<file path="config.mk">
export PLATFORM = sky130hd
export DESIGN_NAME = spao_top
export DESIGN_NICKNAME = d
export VERILOG_FILES = /design/src/logic/spao_pkg.sv /design/src/logic/spao_top.sv
export SDC_FILE = /design/constraint.sdc
export NUM_CORES = 1
export LEC_CHECK = 0
export ABC_AREA = 1
export BUFFER_PORTS_ARGS = -buffer_cell sky130_fd_sc_hd__buf_4
export CAP_MARGIN = 20
export CORE_MARGIN = 1.5
export CORE_UTILIZATION = 48
export CTS_BUF_LIST = sky130_fd_sc_hd__clkbuf_4 sky130_fd_sc_hd__clkbuf_8
export CTS_CLUSTER_SIZE = 8
export DETAILED_ROUTE_END_ITERATION = 6
export HOLD_SLACK_MARGIN = 0.06
export PLACE_DENSITY_LB_ADDON = 0.08
export SETUP_SLACK_MARGIN = 0.4
export SYNTH_ARGS = -nofsm -noshare
export SYNTH_HDL_FRONTEND = slang
export SYNTH_SLANG_ARGS = --single-unit
</file>
<file path="constraint.sdc">
create_clock -name clk -period 4.2 [get_ports clk]
set_clock_uncertainty 0.05 [all_clocks]
set_input_delay 0.84 -clock clk [delete_from_list [all_inputs] [get_ports clk]]
set_output_delay 0.84 -clock clk [all_outputs]
set_load 0.05 [all_outputs]
</file>
<file path="src/logic/spao_pkg.sv">
// package for the setpoint alarm output logic
package spao_pkg;
  localparam int SPAO_NUM_SP = 2;
  localparam int SPAO_VAL_W = 18;
  localparam logic signed [17:0] SPAO_SP_MIN = -18'sd19999;
  localparam logic signed [17:0] SPAO_SP_MAX = 18'sd99999;
  localparam logic [15:0] SPAO_HYS_MIN = 16'h0001;
  localparam logic [15:0] SPAO_HYS_MAX = 16'hEA5F;
  localparam logic [12:0] SPAO_ON_DLY_MAX = 13'h03E7;
  localparam logic [12:0] SPAO_OFF_DLY_MAX = 13'h176F;
  localparam int SPAO_CLK_HZ = 100000000;
  localparam int SPAO_SEC_S = 1;
  localparam int SPAO_SEC_CYCLES = SPAO_SEC_S * SPAO_CLK_HZ;
  localparam logic [31:0] SPAO_BUS_OKAY = 32'h0000_0000;
  // register byte addresses
  localparam logic [7:0] SPAO_CTRL_OFF = 8'h00;
  localparam logic [7:0] SPAO_STAT_OFF = 8'h04;
  localparam logic [7:0] SPAO_SP0_OFF = 8'h10;
  localparam logic [7:0] SPAO_HYS0_OFF = 8'h14;
  localparam logic [7:0] SPAO_DLY0_OFF = 8'h18;
  localparam logic [7:0] SPAO_CFG0_OFF = 8'h1C;
  localparam logic [7:0] SPAO_CH_STRIDE = 8'h10;
  // ctrl bits
  localparam int SPAO_CTRL_SP2EN = 0;
  localparam int SPAO_CTRL_SERRST0 = 1;
  localparam int SPAO_CTRL_SERRST1 = 2;
  // cfg field positions
  localparam int SPAO_CFG_ACT_LSB = 0;
  localparam int SPAO_CFG_RST_LSB = 2;
  localparam int SPAO_CFG_DSPRST = 4;
  localparam int SPAO_CFG_STBY = 5;
  localparam int SPAO_CFG_CCHG = 6;
  localparam int SPAO_CFG_FRONT_DSP = 7;
  localparam int SPAO_CFG_USER_DSP = 8;
  localparam logic [15:0] SPAO_HYS_RST = 16'h0001;
  typedef enum logic [1:0] {
    high_acting_balanced = 2'b00,
    low_acting_balanced = 2'b01,
    high_acting_unbalanced = 2'b10,
    low_acting_unbalanced = 2'b11
  } spao_act_t;
  typedef enum logic [1:0] {
    auto_clear_mode = 2'b00,
    latch_immediate_clear_mode = 2'b01,
    latch_deferred_clear_mode = 2'b10
  } spao_rst_t;
  typedef struct packed {
    logic color_chg;
    logic standby;
    logic dsp_rst;
    spao_rst_t rst_mode;
    spao_act_t act;
  } spao_cfg_t;
  typedef enum logic [1:0] {
    st_off = 2'b00,
    st_on_wait = 2'b01,
    st_on = 2'b10,
    st_off_wait = 2'b11
  } spao_st_t;
endpackage

</file>
<file path="src/logic/spao_top.sv">
// setpoint alarm output logic with ahb-lite register slave
//
// Implementation choices: the register offsets and the AHB-Lite interface to the registers.
module spao_top
  import spao_pkg::*;
#(
  parameter int SEC_CYCLES = SPAO_SEC_CYCLES // cycles per second
)(
  input wire logic clk, // 100 mhz clock
  input wire logic resetn, // async reset, low
  input wire logic hsel, // ahb select
  input wire logic [31:0] haddr, // ahb address
  input wire logic [1:0] htrans, // ahb transfer type
  input wire logic hwrite, // ahb write
  input wire logic [2:0] hsize, // ahb size
  input wire logic [31:0] hwdata, // ahb write data
  input wire logic hready, // ahb ready in
  output logic [31:0] hrdata, // ahb read data
  output logic hreadyout, // ahb ready out
  output logic hresp, // ahb response
  input wire logic signed [17:0] disp_val, // displayed value
  input wire logic input_shown, // input value on display
  input wire logic card_present, // output card pin
  input wire logic [1:0] card_outputs, // usable outputs pin
  input wire logic backlit, // backlight unit pin
  input wire logic front_rst_pin, // front reset button
  input wire logic user_rst_pin, // user input reset
  output logic [1:0] sp_out, // setpoint outputs
  output logic [1:0] color_green // backlight colour per output
);
  logic [2:1] card_s1_ff, card_s2_ff;
  logic [1:0] outs_s1_ff, outs_s2_ff;
  logic [1:0] rst_s1_ff, rst_s2_ff, rst_d_ff;
  logic bl_s1_ff, bl_s2_ff;
  logic front_pulse, user_pulse;
  logic sp2_en_ff;
  logic [1:0] serial_rst_ff;
  logic signed [17:0] sp_ff [2];
  logic [15:0] hys_ff [2];
  logic [12:0] on_dly_ff [2];
  logic [12:0] off_dly_ff [2];
  spao_cfg_t cfg_ff [2];
  logic [1:0] front_dsp_ff, user_dsp_ff;
  logic addr_ph_ff, wr_ph_ff;
  logic [7:0] addr_ff;
  logic pup_ff;
  logic [1:0] chan_en;
  logic [1:0] out_state;

  // pin synchronisers
  always_ff @(posedge clk or negedge resetn)
  begin
    if (!resetn)
    begin
      card_s1_ff <= 2'h0;
      card_s2_ff <= 2'h0;
      outs_s1_ff <= 2'h0;
      outs_s2_ff <= 2'h0;
      rst_s1_ff <= 2'h0;
      rst_s2_ff <= 2'h0;
      rst_d_ff <= 2'h0;
      bl_s1_ff <= 1'b0;
      bl_s2_ff <= 1'b0;
    end
    else
    begin
      card_s1_ff <= {input_shown, card_present};
      card_s2_ff <= card_s1_ff;
      outs_s1_ff <= card_outputs;
      outs_s2_ff <= outs_s1_ff;
      rst_s1_ff <= {user_rst_pin, front_rst_pin};
      rst_s2_ff <= rst_s1_ff;
      rst_d_ff <= rst_s2_ff;
      bl_s1_ff <= backlit;
      bl_s2_ff <= bl_s1_ff;
    end
  end
  // momentary presses become one-cycle pulses
  assign front_pulse = rst_s2_ff[0] & ~rst_d_ff[0];
  assign user_pulse = rst_s2_ff[1] & ~rst_d_ff[1];

  // power-up marker, cleared after first evaluation
  always_ff @(posedge clk or negedge resetn)
  begin
    if (!resetn)
      pup_ff <= 1'b1;
    else
      pup_ff <= 1'b0;
  end

  // channel enable from card, count and sp2 enable
  assign chan_en[0] = card_s2_ff[1] & (outs_s2_ff != 2'h0);
  assign chan_en[1] = card_s2_ff[1] & (outs_s2_ff >= 2'h2) & sp2_en_ff;

  // ahb-lite slave, zero wait states
  assign hreadyout = 1'b1;
  assign hresp = SPAO_BUS_OKAY[0];
  always_ff @(posedge clk or negedge resetn)
  begin
    if (!resetn)
    begin
      addr_ph_ff <= 1'b0;
      wr_ph_ff <= 1'b0;
      addr_ff <= 8'h00;
    end
    else if (hready)
    begin
      addr_ph_ff <= hsel & htrans[1];
      wr_ph_ff <= hsel & htrans[1] & hwrite;
      addr_ff <= {haddr[7:2], 2'b00};
    end
  end

  function automatic logic ch_hit(input logic [7:0] a, input logic [7:0] base, input int ch);
    ch_hit = (a == 8'(base + 8'(ch * 16)));
  endfunction

  always_ff @(posedge clk or negedge resetn)
  begin
    if (!resetn)
    begin
      sp2_en_ff <= 1'b0;
      serial_rst_ff <= 2'h0;
      for (int i = 0; i < 2; i++)
      begin
        sp_ff[i] <= 18'sh0_0000;
        hys_ff[i] <= SPAO_HYS_RST;
        on_dly_ff[i] <= 13'h0000;
        off_dly_ff[i] <= 13'h0000;
        cfg_ff[i] <= '0;
        front_dsp_ff[i] <= 1'b0;
        user_dsp_ff[i] <= 1'b0;
      end
    end
    else
    begin
      serial_rst_ff <= 2'h0;
      if (wr_ph_ff)
      begin
        if (addr_ff == SPAO_CTRL_OFF)
        begin
          sp2_en_ff <= hwdata[SPAO_CTRL_SP2EN];
          serial_rst_ff <= {hwdata[SPAO_CTRL_SERRST1], hwdata[SPAO_CTRL_SERRST0]};
        end
        for (int i = 0; i < 2; i++)
        begin
          if (ch_hit(addr_ff, SPAO_SP0_OFF, i))
          begin
            // clamp threshold to displayable range
            if ($signed(hwdata[17:0]) < SPAO_SP_MIN)
              sp_ff[i] <= SPAO_SP_MIN;
            else if ($signed(hwdata[17:0]) > SPAO_SP_MAX)
              sp_ff[i] <= SPAO_SP_MAX;
            else
              sp_ff[i] <= $signed(hwdata[17:0]);
          end
          if (ch_hit(addr_ff, SPAO_HYS0_OFF, i))
          begin
            if (hwdata[15:0] < SPAO_HYS_MIN)
              hys_ff[i] <= SPAO_HYS_MIN;
            else if (hwdata[15:0] > SPAO_HYS_MAX)
              hys_ff[i] <= SPAO_HYS_MAX;
            else
              hys_ff[i] <= hwdata[15:0];
          end
          if (ch_hit(addr_ff, SPAO_DLY0_OFF, i))
          begin
            on_dly_ff[i] <= (hwdata[12:0] > SPAO_ON_DLY_MAX) ? SPAO_ON_DLY_MAX : hwdata[12:0];
            off_dly_ff[i] <= (hwdata[28:16] > SPAO_OFF_DLY_MAX) ? SPAO_OFF_DLY_MAX : hwdata[28:16];
          end
          if (ch_hit(addr_ff, SPAO_CFG0_OFF, i))
          begin
            cfg_ff[i] <= spao_cfg_t'(hwdata[6:0]);
            front_dsp_ff[i] <= hwdata[SPAO_CFG_FRONT_DSP];
            user_dsp_ff[i] <= hwdata[SPAO_CFG_USER_DSP];
          end
        end
      end
    end
  end

  // read mux
  always_comb
  begin
    hrdata = 32'h0000_0000;
    if (addr_ph_ff)
    begin
      if (addr_ff == SPAO_CTRL_OFF)
        hrdata = {31'h0000_0000, sp2_en_ff};
      else if (addr_ff == SPAO_STAT_OFF)
        hrdata = {26'h000_0000, color_green, chan_en, out_state};
      for (int i = 0; i < 2; i++)
      begin
        if (ch_hit(addr_ff, SPAO_SP0_OFF, i))
          hrdata = {{14{sp_ff[i][17]}}, sp_ff[i]};
        else if (ch_hit(addr_ff, SPAO_HYS0_OFF, i))
          hrdata = {16'h0000, hys_ff[i]};
        else if (ch_hit(addr_ff, SPAO_DLY0_OFF, i))
          hrdata = {3'h0, off_dly_ff[i], 3'h0, on_dly_ff[i]};
        else if (ch_hit(addr_ff, SPAO_CFG0_OFF, i))
          hrdata = {23'h00_0000, user_dsp_ff[i], front_dsp_ff[i], cfg_ff[i]};
      end
    end
  end

  // per-channel comparator, timers and reset logic
  logic [26:0] presc_ff [2];
  logic [12:0] sec_ff [2];
  spao_st_t st_ff [2];
  logic [1:0] standby_ff, pend_ff, blk_ff, green_ff, out_d_ff;
  logic [1:0] on_cond, off_cond, rst_req;

  function automatic logic signed [18:0] half(input logic [15:0] h);
    half = $signed({4'b0000, h[15:1]});
  endfunction

  for (genvar g = 0; g < 2; g++)
  begin : g_ch
    logic signed [18:0] v, s, h, on_pt, off_pt, band;
    logic hi_act, bal, tick, dly_done;
    logic [12:0] dly;
    assign v = 19'(disp_val);
    assign s = 19'(sp_ff[g]);
    assign h = $signed({3'b000, hys_ff[g]});
    assign hi_act = (cfg_ff[g].act == high_acting_balanced) | (cfg_ff[g].act == high_acting_unbalanced);
    assign bal = (cfg_ff[g].act == high_acting_balanced) | (cfg_ff[g].act == low_acting_balanced);
    // balanced splits the band about the setpoint, unbalanced puts it all on the release side
    assign band = bal ? half(hys_ff[g]) : h;
    assign on_pt = !bal ? s : (hi_act ? 19'(s + band) : 19'(s - band));
    assign off_pt = hi_act ? 19'(s - band) : 19'(s + band);
    assign on_cond[g] = hi_act ? (v >= on_pt) : (v <= on_pt);
    assign off_cond[g] = hi_act ? (v <= off_pt) : (v >= off_pt);
    // front and user presses reset on their own; the display-linked term also needs option, source assigned and input shown
    assign rst_req[g] = serial_rst_ff[g] | front_pulse | user_pulse
      | (cfg_ff[g].dsp_rst & card_s2_ff[2] & ((front_pulse & front_dsp_ff[g]) | (user_pulse & user_dsp_ff[g])));
    assign tick = (presc_ff[g] == 27'(SEC_CYCLES - 1));
    assign dly = (st_ff[g] == st_on_wait) ? on_dly_ff[g] : off_dly_ff[g];
    assign dly_done = (dly == 13'h0000) | (tick & (sec_ff[g] == 13'(dly - 13'h0001)));
    assign out_state[g] = (st_ff[g] == st_on) | (st_ff[g] == st_off_wait);

    always_ff @(posedge clk or negedge resetn)
    begin
      if (!resetn)
      begin
        presc_ff[g] <= 27'h000_0000;
        sec_ff[g] <= 13'h0000;
      end
      else if ((st_ff[g] == st_on_wait) || (st_ff[g] == st_off_wait))
      begin
        presc_ff[g] <= tick ? 27'h000_0000 : 27'(presc_ff[g] + 27'h000_0001);
        sec_ff[g] <= tick ? 13'(sec_ff[g] + 13'h0001) : sec_ff[g];
      end
      else
      begin
        presc_ff[g] <= 27'h000_0000;
        sec_ff[g] <= 13'h0000;
      end
    end

    always_ff @(posedge clk or negedge resetn)
    begin
      if (!resetn)
      begin
        st_ff[g] <= st_off;
        standby_ff[g] <= 1'b1;
        pend_ff[g] <= 1'b0;
        blk_ff[g] <= 1'b0;
      end
      else if (!chan_en[g])
      begin
        st_ff[g] <= st_off;
        pend_ff[g] <= 1'b0;
        blk_ff[g] <= 1'b0;
      end
      else
      begin
        if (pup_ff && rst_s2_ff != 2'h0 && cfg_ff[g].rst_mode == latch_deferred_clear_mode)
          pend_ff[g] <= 1'b1;
        if (!on_cond[g])
          blk_ff[g] <= 1'b0;
        if (!on_cond[g])
          standby_ff[g] <= 1'b0;
        unique case (st_ff[g])
          st_off:
            if (on_cond[g] && !blk_ff[g] && !(cfg_ff[g].standby && standby_ff[g]))
              st_ff[g] <= st_on_wait;
          st_on_wait:
            if (!on_cond[g])
              st_ff[g] <= st_off;
            else if (dly_done)
              st_ff[g] <= st_on;
          st_on:
            if (rst_req[g] && cfg_ff[g].rst_mode != latch_deferred_clear_mode)
            begin
              st_ff[g] <= st_off;
              blk_ff[g] <= 1'b1;
            end
            else if (rst_req[g])
              pend_ff[g] <= 1'b1;
            else if (off_cond[g] && (cfg_ff[g].rst_mode == auto_clear_mode || pend_ff[g]))
              st_ff[g] <= st_off_wait;
          st_off_wait:
            if (rst_req[g] && cfg_ff[g].rst_mode != latch_deferred_clear_mode)
            begin
              st_ff[g] <= st_off;
              blk_ff[g] <= 1'b1;
            end
            else if (!off_cond[g])
              st_ff[g] <= st_on;
            else if (dly_done)
            begin
              st_ff[g] <= st_off;
              pend_ff[g] <= 1'b0;
            end
        endcase
      end
    end

    chk_on_needs_trig: assert property (@(posedge clk) disable iff (!resetn)
      ($past(st_ff[g]) == st_off && st_ff[g] == st_on_wait) |-> $past(on_cond[g])) else $error("on without trigger");
    chk_disabled_off: assert property (@(posedge clk) disable iff (!resetn)
      !chan_en[g] |=> !out_state[g]) else $error("disabled output on");
    chk_latch_holds: assert property (@(posedge clk) disable iff (!resetn)
      (st_ff[g] == st_on && cfg_ff[g].rst_mode == latch_immediate_clear_mode && !rst_req[g] && chan_en[g])
      |=> out_state[g]) else $error("latch dropped");
    chk_imm_clear: assert property (@(posedge clk) disable iff (!resetn)
      (st_ff[g] == st_on && rst_req[g] && cfg_ff[g].rst_mode == latch_immediate_clear_mode) |=> st_ff[g] == st_off)
      else $error("immediate clear missed");
    chk_defer_hold: assert property (@(posedge clk) disable iff (!resetn)
      (st_ff[g] == st_on && rst_req[g] && chan_en[g] && cfg_ff[g].rst_mode == latch_deferred_clear_mode)
      |=> out_state[g] && pend_ff[g]) else $error("deferred clear early");
    chk_wait_restart: assert property (@(posedge clk) disable iff (!resetn)
      (st_ff[g] == st_on_wait && !on_cond[g]) |=> st_ff[g] == st_off) else $error("on wait kept");
    chk_zero_delay: assert property (@(posedge clk) disable iff (!resetn)
      (st_ff[g] == st_on_wait && on_cond[g] && on_dly_ff[g] == 13'h0000 && chan_en[g]) |=> st_ff[g] == st_on)
      else $error("zero on delay slow");
  end

  // colour flips on every output change of backlit units
  always_ff @(posedge clk or negedge resetn)
  begin
    if (!resetn)
    begin
      out_d_ff <= 2'h0;
      green_ff <= 2'h0;
    end
    else
    begin
      out_d_ff <= out_state;
      for (int i = 0; i < 2; i++)
        if (bl_s2_ff && cfg_ff[i].color_chg && out_state[i] != out_d_ff[i])
          green_ff[i] <= ~green_ff[i];
    end
  end
  assign color_green = green_ff;
  assign sp_out = out_state;

  chk_color_flip: assert property (@(posedge clk) disable iff (!resetn)
    (bl_s2_ff && cfg_ff[0].color_chg && $changed(out_state[0])) |=> $changed(green_ff[0]))
    else $error("colour not toggled");
  chk_no_card: assert property (@(posedge clk) disable iff (!resetn)
    !card_s2_ff[1] [*2] |-> !sp_out[0]) else $error("output without card");
endmodule

</file>
==> flow_summary.ini, run 1 <==
[run_status]
outcome = finished with violations
violations = negative setup slack

[yosys]
synthCells = 2964
synth_edf_count = 0
synth.yosys.seq_area_share_pct = 31.5
synth_ff_type = dfrtp_1
synth-seq-cells = 258
yosysWarnings = 0
synth_area_um2 = 20500
synth_top_area_cell = dfrtp_1
synthDistinctLibCells = 66
yosys-top-cells-count = nand2_1 (716), inv_1 (396), o21ai_0 (317)
syn_avg_cell_area_um2 = 6.91
synthTopCellsByArea = dfrtp_1 (31%), nand2_1 (13%), ha_1 (8.9%)
synth_top_area_share_pct = 30.9
yosysMostFrequentCell = nand2_1
async_reset_ff_share_pct = 100

[grt]
grt_max_degree = 97
antenna_found_initial = 1
grt_usage_pct = 31.9
grt_pass1_wl_mm = 110
grt_overflow = 0
first_global_vias = 20700

[setup_path]
start_kind = register
cp.arrival_ns = 4.90
worstPathRequired_ns = 4.67
worst-setup-path-type = reg2reg
crit_path_frequent_cell = nand2_1
path_max_fanout = 5
end_kind = register
crit_path_max_incr_delay_ns = 0.44
slowest_stage = dfrtp_2

[route]
vias = 21500
vias_per_cell = 5.51
wire_per_inst_um = 18.1
drcViolationCount = 0
first_pass_iters = 5
drtIter0Drc = 1703
drtAntennaViolNets = 0
wl_mm = 70.8

[cells_and_area]
instances_no_fill = 3908
syn2layout_area_growth_pct = 27.6
fill_cells = 3960
drive_above_1_share_pct = 24.3
fin_nets = 3578

[sta]
fmax_ghz = 0.226
min_period_over_period_pct = 106
hold_violations = 0
tightest_slew_ns = 0.729
hold_ws_ns = 0.274
rsz0062_at_grt = yes
relSlewSlack_pct = 51.3
final_max_slew_viol_count = 0
layout_setup_ws_ns = -0.235
period_needed_ns = 4.43
setup_viol = 10

[power_and_ir_drop]
power.leakage_nw = 12.5
finalPower_mw = 13.1
p_switching_mw = 5.68
power.clock.fraction_pct = 20.4
p_int_mw = 7.47
power_density_nw_per_um2 = 503
max-vdd-ir-drop_mv = 0.271
pwr-share-seq_pct = 23.3
comb_power_share_pct = 56.3
switching_share_pct = 43.2

[floorplan]
die_x_um = 210
die_h_um = 210
die-area_um2 = 43900
core_um2 = 42000
row_count = 75
start_util_pct = 48.8
ios = 137

[clock_network]
cts_tree = built
numCtsBuffers = 47
root_buffer = clkbuf_8
clock_sinks = 258
clk_latency_ns = 0.63
htreeDepth = 2
clk_pin_slew_ns = 0.06
clk_path_buf_depth = 3

[placed_design]
gp_congestion = 0.968
place_inst = 3781
dp_hpwl_mm = 55.3
io_buffer_count = 100
dp_slack_ns = -0.563

[hold_path]
worst_hold_path_type = in2reg

[job]
cap_violations = 0
-- flip-flops by register name, indices dropped and copies added (netlist names), 4 cells and up --
signal / cells
addr_ff: 6
on_dly_ff: 26
cfg_ff: 14
g_ch.h: 32
off_dly_ff: 26
sec_ff: 26
st_ff: 4
g_ch.s: 36
presc_ff: 54
-- worst max-delay path: cells and delay by family (launching register included) --
| kind | cells | cell delay [ns] |
|---|---|---|
| buffers and inverters | 3 | 0.36 |
| adder cells (fa/ha/maj) | 3 | 0.81 |
| AO/OA/AOI/OAI | 9 | 1.14 |
| flip-flops | 1 | 0.44 |
| AND/OR/NAND/NOR | 14 | 1.51 |
-- logic make-up after synthesis --
kind of cell	Yosys count	synth area share, %
and+or+nand+nor	1263	26.6
AOI/OAI and AO/OA	681	18.3
buffers and inverters	512	9.89
DFF	258	31.5
adders and majority gates	150	9.30
xor gates and xnor gates	76	3.28
muxes	22	1.10
other	2	0.0366
-- through the flow --
| step | setup TNS (ns) | utilization, % | area, µm² |
|---|---|---|---|
| floorplan | 0 | - | 20600 |
| global placement | -3.21 | 56.3 | 23700 |
| detailed placement | -3.86 | 56.3 | 23700 |
| CTS | -0.620 | 60.6 | 25500 |
| global route | -3.63 | 62.2 | 26100 |
| finish | -1.31 | 62.2 | 26100 |
-- routing by layer --
layer	share of wire (%)	track usage (%)	up-vias
met3	6.5	4.80	148
met2	47	53.3	690
met5	0	0	-
li1	-	-	10500
met1	42	41.5	10200
met4	4.3	13.1	0
-- timing repair --
action                     in CTS  in global routing
pin swaps                      65                 80
cloned                          2                  1
hold buffers                    1                  0
setup endpoints to repair      39                 36
gates resized for setup       140                147
hold endpoints to repair       29                  0
buffers inserted               19                 15
-- power by group through the flow --
stage,Sequential [mW],Combinational [mW],Clock (mW)
4_1_cts,3.05,7.00,2.72
6_report,3.06,7.41,2.68
5_1_grt,3.09,8.23,2.81
3_3_place_gp,3.07,6.44,0
3_5_place_dp,3.08,6.53,0
2_1_floorplan,2.99,3.97,0
-- final cells by class --
class	count	area, µm²	area share, %
clock inverter	4	37.5	0.144
tap	539	674	2.58
multi-input combinational	2195	13100	50.0
antenna	1	2.50	0.00957
inverter	412	1560	5.98
sequential	258	6460	24.7
clock buffer	84	1020	3.92
timing repair buffer	415	3300	12.6
-- cells in the final DEF, fill, tap and decap left out, types with 20 or more instances in the layout --
cell	instances
clkbuf_4	21
inv_1	383
o21ai_0	270
ha_1	127
dfrtp_1	251
xor2_1	55
nor2_2	31
o21ai_2	29
nand3_1	136
clkbuf_8	63
nand3_2	21
nand2_2	58
inv_2	22
a21oi_1	166
nor3_1	40
o22ai_1	20
o21ai_1	45
buf_4	388
nand2_1	668
nor2_1	206
nand4_1	39
a31oi_1	22
a21oi_2	34
-- final timing paths --
kind                                 end  slack (ns)     startpoint  depth (start not counted)
max                             st_ff[3]       -0.23      cfg_ff[8]                         29
min                             bl_s1_ff        0.27        backlit                          1
max reg2reg                     st_ff[3]       -0.23      cfg_ff[8]                         29
min reg2reg                outs_s2_ff[0]        0.30  outs_s1_ff[0]                          0
max in group asynchronous    presc_ff[3]        2.45         resetn                          3
min in group asynchronous  g_ch[1].s[15]        0.64         resetn                          2
Note: power is estimated with default switching activity, not from simulation.
==> run 2, diff against run 1 <==
Settings changed: RECOVER_POWER set to 25.
==> run 2 against run 1 <==
Compared with the run above:
- largest cell class unchanged
- via count about the same
- largest power group unchanged
- highest routed layer unchanged
- die area unchanged
- worst hold slack better by 0.022 ns
- non-clock buffer count unchanged
- critical path depth up 5
- the run ends with max-capacitance violations, max-slew violations, negative setup slack left
==> flow_summary.ini, run 2 (same netlist as run 1, synthesis figures left out) <==
[route]
drcViolationCount = 0
drt-met1-wl_mm = 30.2
first_pass_iters = 6
wl_met3_mm = 4.42
drtAntennaViolNets = 0
vias = 21500
dr.max_layer_used = met4
wire_per_inst_um = 18.1
vias_per_cell = 5.51
wl_mm = 70.8
wl_met2_mm = 33.2
drtIter0Drc = 1737

[cells_and_area]
largest_register_ffs = 54
drive_above_1_share_pct = 24.1
fin_area_um2 = 26100
top_register = presc_ff
final_common_cell = nand2_1
fill_cells = 3968
syn2layout_area_growth_pct = 27.4
multi_input_area_um2 = 13100
instances_no_fill = 3908
fin_util_pct = 62.1
fin_nets = 3578
seq_area_um2 = 6460
final_cell_mix = nand2_1 (668), inv_1 (384), buf_4 (380)

[sta]
rsz0062_at_grt = yes
final_max_slew_viol_count = 32
setup_viol = 10
layout_setup_ws_ns = -0.239
fmax_ghz = 0.225
min_period_over_period_pct = 106
hold_violations = 0
tightest_slew_ns = 2.10
period_needed_ns = 4.44
relSlewSlack_pct = -40.1

[clock_network]
root_buffer = clkbuf_8
cts_tree = built
clk_path_buf_depth = 3
clk_latency_ns = 0.64
clock_sinks = 258
clk_pin_slew_ns = 0.06
numCtsBuffers = 47
htreeDepth = 2

[floorplan]
core_um2 = 42000
row_count = 75
start_util_pct = 48.8
die_x_um = 210
ios = 137
die-area_um2 = 43900
die_h_um = 210

[grt]
grt_overflow = 0
antenna_found_initial = 1
grt_pass1_wl_mm = 110
grt_max_degree = 97
grt_usage_pct = 31.9
first_global_vias = 20700

[run_status]
violations = max-capacitance violations, max-slew violations, negative setup slack
outcome = finished with violations

[power_and_ir_drop]
max-vdd-ir-drop_mv = 0.271
power.leakage_nw = 12.5
power_density_nw_per_um2 = 504

[job]
cap_violations = 1

[setup_path]
crit_path_frequent_cell = nand2_2
cp.arrival_ns = 4.91
end_kind = register
start_kind = register
crit_path_max_incr_delay_ns = 0.44
worstPathRequired_ns = 4.67
slowest_stage = dfrtp_2
worst-setup-path-type = reg2reg
path_max_fanout = 6
regToRegSetupSlack_ns = -0.24

[placed_design]
gp_congestion = 0.968
io_buffer_count = 100
place_inst = 3781
dp_hpwl_mm = 55.3
place_area_um2 = 23700

[hold_path]
worst_hold_path_type = in2reg
==> run 2: changes by cell type in the layout (fill, tap and decap cells not counted) <==
| cell | delta |
|---|---|
| nor2_4 | -1 |
| clkbuf_1 | +3 |
| buf_4 | -8 |
| inv_2 | -1 |
| inv_1 | +1 |
| nor2_1 | +2 |
| nor2_2 | -1 |
| buf_8 | -1 |
| clkbuf_4 | +7 |
| buf_12 | -1 |
==> run 2: final cells by class <==
class                      instances  share of cell area [%]
inverter                         412                    5.99
timing repair buffer             415                    12.5
tap                              539                    2.58
multi-input combinational       2195                    50.1
clock buffer                      84                    3.93
sequential                       258                    24.8
clock inverter                     4                   0.144
antenna                            1                 0.00959
==> run 2: what timing repair did <==
action | 4_1_cts | 5_1_grt
buffers inserted | 19 | 15
resized for setup | 140 | 147
setup endpoints to repair | 39 | 36
gates cloned | 2 | 1
pin swaps | 65 | 80
endpoints found under the hold margin | 29 | 0
hold buffers | 1 | 0
==> run 2: worst paths after layout <==
kind / from / to / cells past startpoint
max: cfg_ff[1] / st_ff[1] / 34
min: backlit / bl_s1_ff / 1
max reg2reg: cfg_ff[1] / st_ff[1] / 34
min reg2reg: outs_s1_ff[0] / outs_s2_ff[0] / 0
max in group asynchronous: resetn / cfg_ff[8] / 3
min in group asynchronous: resetn / g_ch[1].s[15] / 2
==> run 2: power breakdown <==
part / switching [mW] / total [mW] / internal, mW
clock: 1.15 / 2.68 / 1.53
combinational: 4.21 / 7.40 / 3.19
sequential: 0.317 / 3.06 / 2.75
total: 5.68 / 13.1 / 7.47
==> run 2: stage by stage <==
stage               TNS [ns]  setup slack (ns)  hold slack, ns  total power [mW]
finish                 -1.35            -0.239           0.296              13.1
global route           -3.63            -0.532           0.263              14.1
CTS                   -0.620            -0.186           0.235              12.8
detailed placement     -3.86            -0.563           0.286              9.61
global placement       -3.21            -0.586           0.284              9.51
floorplan                  0             0.119           0.281              6.96
==> run 2: worst max-delay path: cells and delay by family, from the launching register on <==
family / cells / cell delay (ns)
AND/OR/NAND/NOR: 18 / 1.59
buffers and inverters: 8 / 0.89
AO/OA/AOI/OAI: 6 / 0.80
adder cells (fa/ha/maj): 2 / 0.56
flip-flops: 1 / 0.44
==> run 2: metal layers <==
layer,GRT usage [%],vias up
li1,-,10500
met1,41.5,10200
met2,53.3,683
met3,4.80,147
met4,13.1,0
met5,0,-
==> run 3, diff against run 2 <==
Settings changed: CORE_UTILIZATION 48 to 58.
==> run 3 against run 2 <==
Compared with the run above:
- the run ends with design-rule violations, max-capacitance violations, max-slew violations, negative setup slack left
- via count increased by 2.4%
- maximum frequency is 3.6% lower
- first-iteration DRC count grew 20%
- critical path depth rose by 1
- cell area is 1.6% lower
- power fell by 1.5%
- clock power decreased by 7.8%
- register-to-register slack worse by 0.17 ns
- sequential share of layout area rose by 0.41 points
- critical path type unchanged
- highest routed layer unchanged
==> flow_summary.ini, run 3 (same netlist as run 1, synthesis figures left out) <==
[run_status]
outcome = finished with violations
violations = design-rule violations, max-capacitance violations, max-slew violations, negative setup slack

[power_and_ir_drop]
pwr-share-seq_pct = 23.6
power.clock.fraction_pct = 19.1
power.leakage_nw = 12.3
comb_power_share_pct = 57.3
power_density_nw_per_um2 = 504
max-vdd-ir-drop_mv = 0.412
switching_share_pct = 43.7
p_int_mw = 7.29
p_switching_mw = 5.66

[grt]
grt_overflow = 0
grt_max_degree = 96
antenna_found_initial = 0
first_global_vias = 21300
met1_usage_pct = 47.5
grt_usage_pct = 37.8
grt_pass1_wl_mm = 108
globalRouteMet2Util_pct = 61.6
top_usage_layer = met2
grtUsageMet3_pct = 6.79

[sta]
rsz0062_at_grt = yes
min_period_over_period_pct = 110
final_max_slew_viol_count = 95
setup_tns_ns = -2.38
period_needed_ns = 4.61
relSlewSlack_pct = -80.6
layout_setup_ws_ns = -0.407
setup_viol = 10
hold_ws_ns = 0.296
fmax_ghz = 0.217
hold_violations = 0
tightest_slew_ns = 2.71

[floorplan]
core_um2 = 34600
die_h_um = 191
die_x_um = 191
die-area_um2 = 36500
start_util_pct = 59.2
ios = 137
row_count = 68

[clock_network]
cts_tree = built
clock_sinks = 258
clk_path_buf_depth = 3
root_buffer = clkbuf_8
clk_pin_slew_ns = 0.06
clk_latency_ns = 0.61
htreeDepth = 2
holdBufCountCts = 0
numCtsBuffers = 44

[placed_design]
place_area_um2 = 23500
io_buffer_count = 100
gp_congestion = 0.985
dp_hpwl_mm = 53.5

[cells_and_area]
drive_above_1_share_pct = 23.6
final_cell_mix = nand2_1 (666), inv_1 (388), buf_4 (372)
fin_area_um2 = 25700
antenna_cells = 0
syn2layout_area_growth_pct = 25.3
largest_register_ffs = 54
top_register = presc_ff
fin_util_pct = 74.2
fin_nets = 3567
final_common_cell = nand2_1

[setup_path]
critPathBufInv = 8
worstPathRequired_ns = 4.68
worst-setup-path-type = reg2reg
path_max_fanout = 7
crit_path_frequent_cell = nand2_2
crit_family = simple AND/OR/NAND/NOR gates
cp.arrival_ns = 5.09
start_kind = register
crit_path_max_incr_delay_ns = 0.45
slowest_stage = dfrtp_2
end_kind = register

[hold_path]
worst_hold_path_type = reg2reg

[route]
drtIter0Drc = 2084
drcViolationCount = 1
vias = 22000
vias_per_cell = 5.80
wl_mm = 70.0
drtAntennaViolNets = 0
wire_per_inst_um = 18.4
first_pass_iters = 7

[job]
cap_violations = 1
-- run 3: final timing paths --
path                                    from             end  slack [ns]  depth (start not counted)
max in group asynchronous             resetn  off_dly_ff[13]        0.61                          2
worst min register to register  rst_s1_ff[1]    rst_s2_ff[1]        0.30                          0
min in group asynchronous             resetn   g_ch[0].h[15]        0.99                          1
worst max-delay path               cfg_ff[1]        st_ff[0]       -0.41                         35
worst min-delay path            rst_s1_ff[1]    rst_s2_ff[1]        0.30                          0
worst max register to register     cfg_ff[1]        st_ff[0]       -0.41                         35
-- run 3: what timing repair did --
| item | 4_1_cts | 5_1_grt |
|---|---|---|
| setup buffers | 15 | 20 |
| gates resized for setup | 135 | 134 |
| endpoints found under the setup margin | 42 | 36 |
| gates cloned | 1 | 0 |
| pin swaps | 58 | 78 |
-- run 3: per-stage QoR --
step	setup slack, ns	power [mW]	std cells
finish	-0.407	12.9	3802
global route	-0.647	13.8	3802
CTS	-0.168	12.4	3782
detailed placement	-0.562	9.52	3691
global placement	-0.409	9.34	3691
floorplan	0.119	6.96	2965
-- run 3: final cells by class --
class,instances,area [µm²]
tap,455,569
sequential,258,6470
inverter,412,1560
clock inverter,6,81.3
clock buffer,69,868
fill,2792,8940
multi-input combinational,2195,13000
timing repair buffer,407,3140
-- run 3: power by group through the flow --
| stage | sequential [mW] | clock (mW) | combinational (mW) |
|---|---|---|---|
| 6_report | 3.06 | 2.47 | 7.42 |
| 5_1_grt | 3.08 | 2.58 | 8.14 |
| 4_1_cts | 3.04 | 2.48 | 6.87 |
| 3_5_place_dp | 3.08 | 0 | 6.44 |
| 3_3_place_gp | 3.07 | 0 | 6.27 |
| 2_1_floorplan | 2.99 | 0 | 3.97 |
-- run 3: metal layers --
| metal | vias up | share of wire, % |
|---|---|---|
| li1 | 10500 | - |
| met1 | 10400 | 40 |
| met2 | 989 | 46 |
| met3 | 232 | 8.2 |
| met4 | 0 | 5.7 |
| met5 | - | 0 |
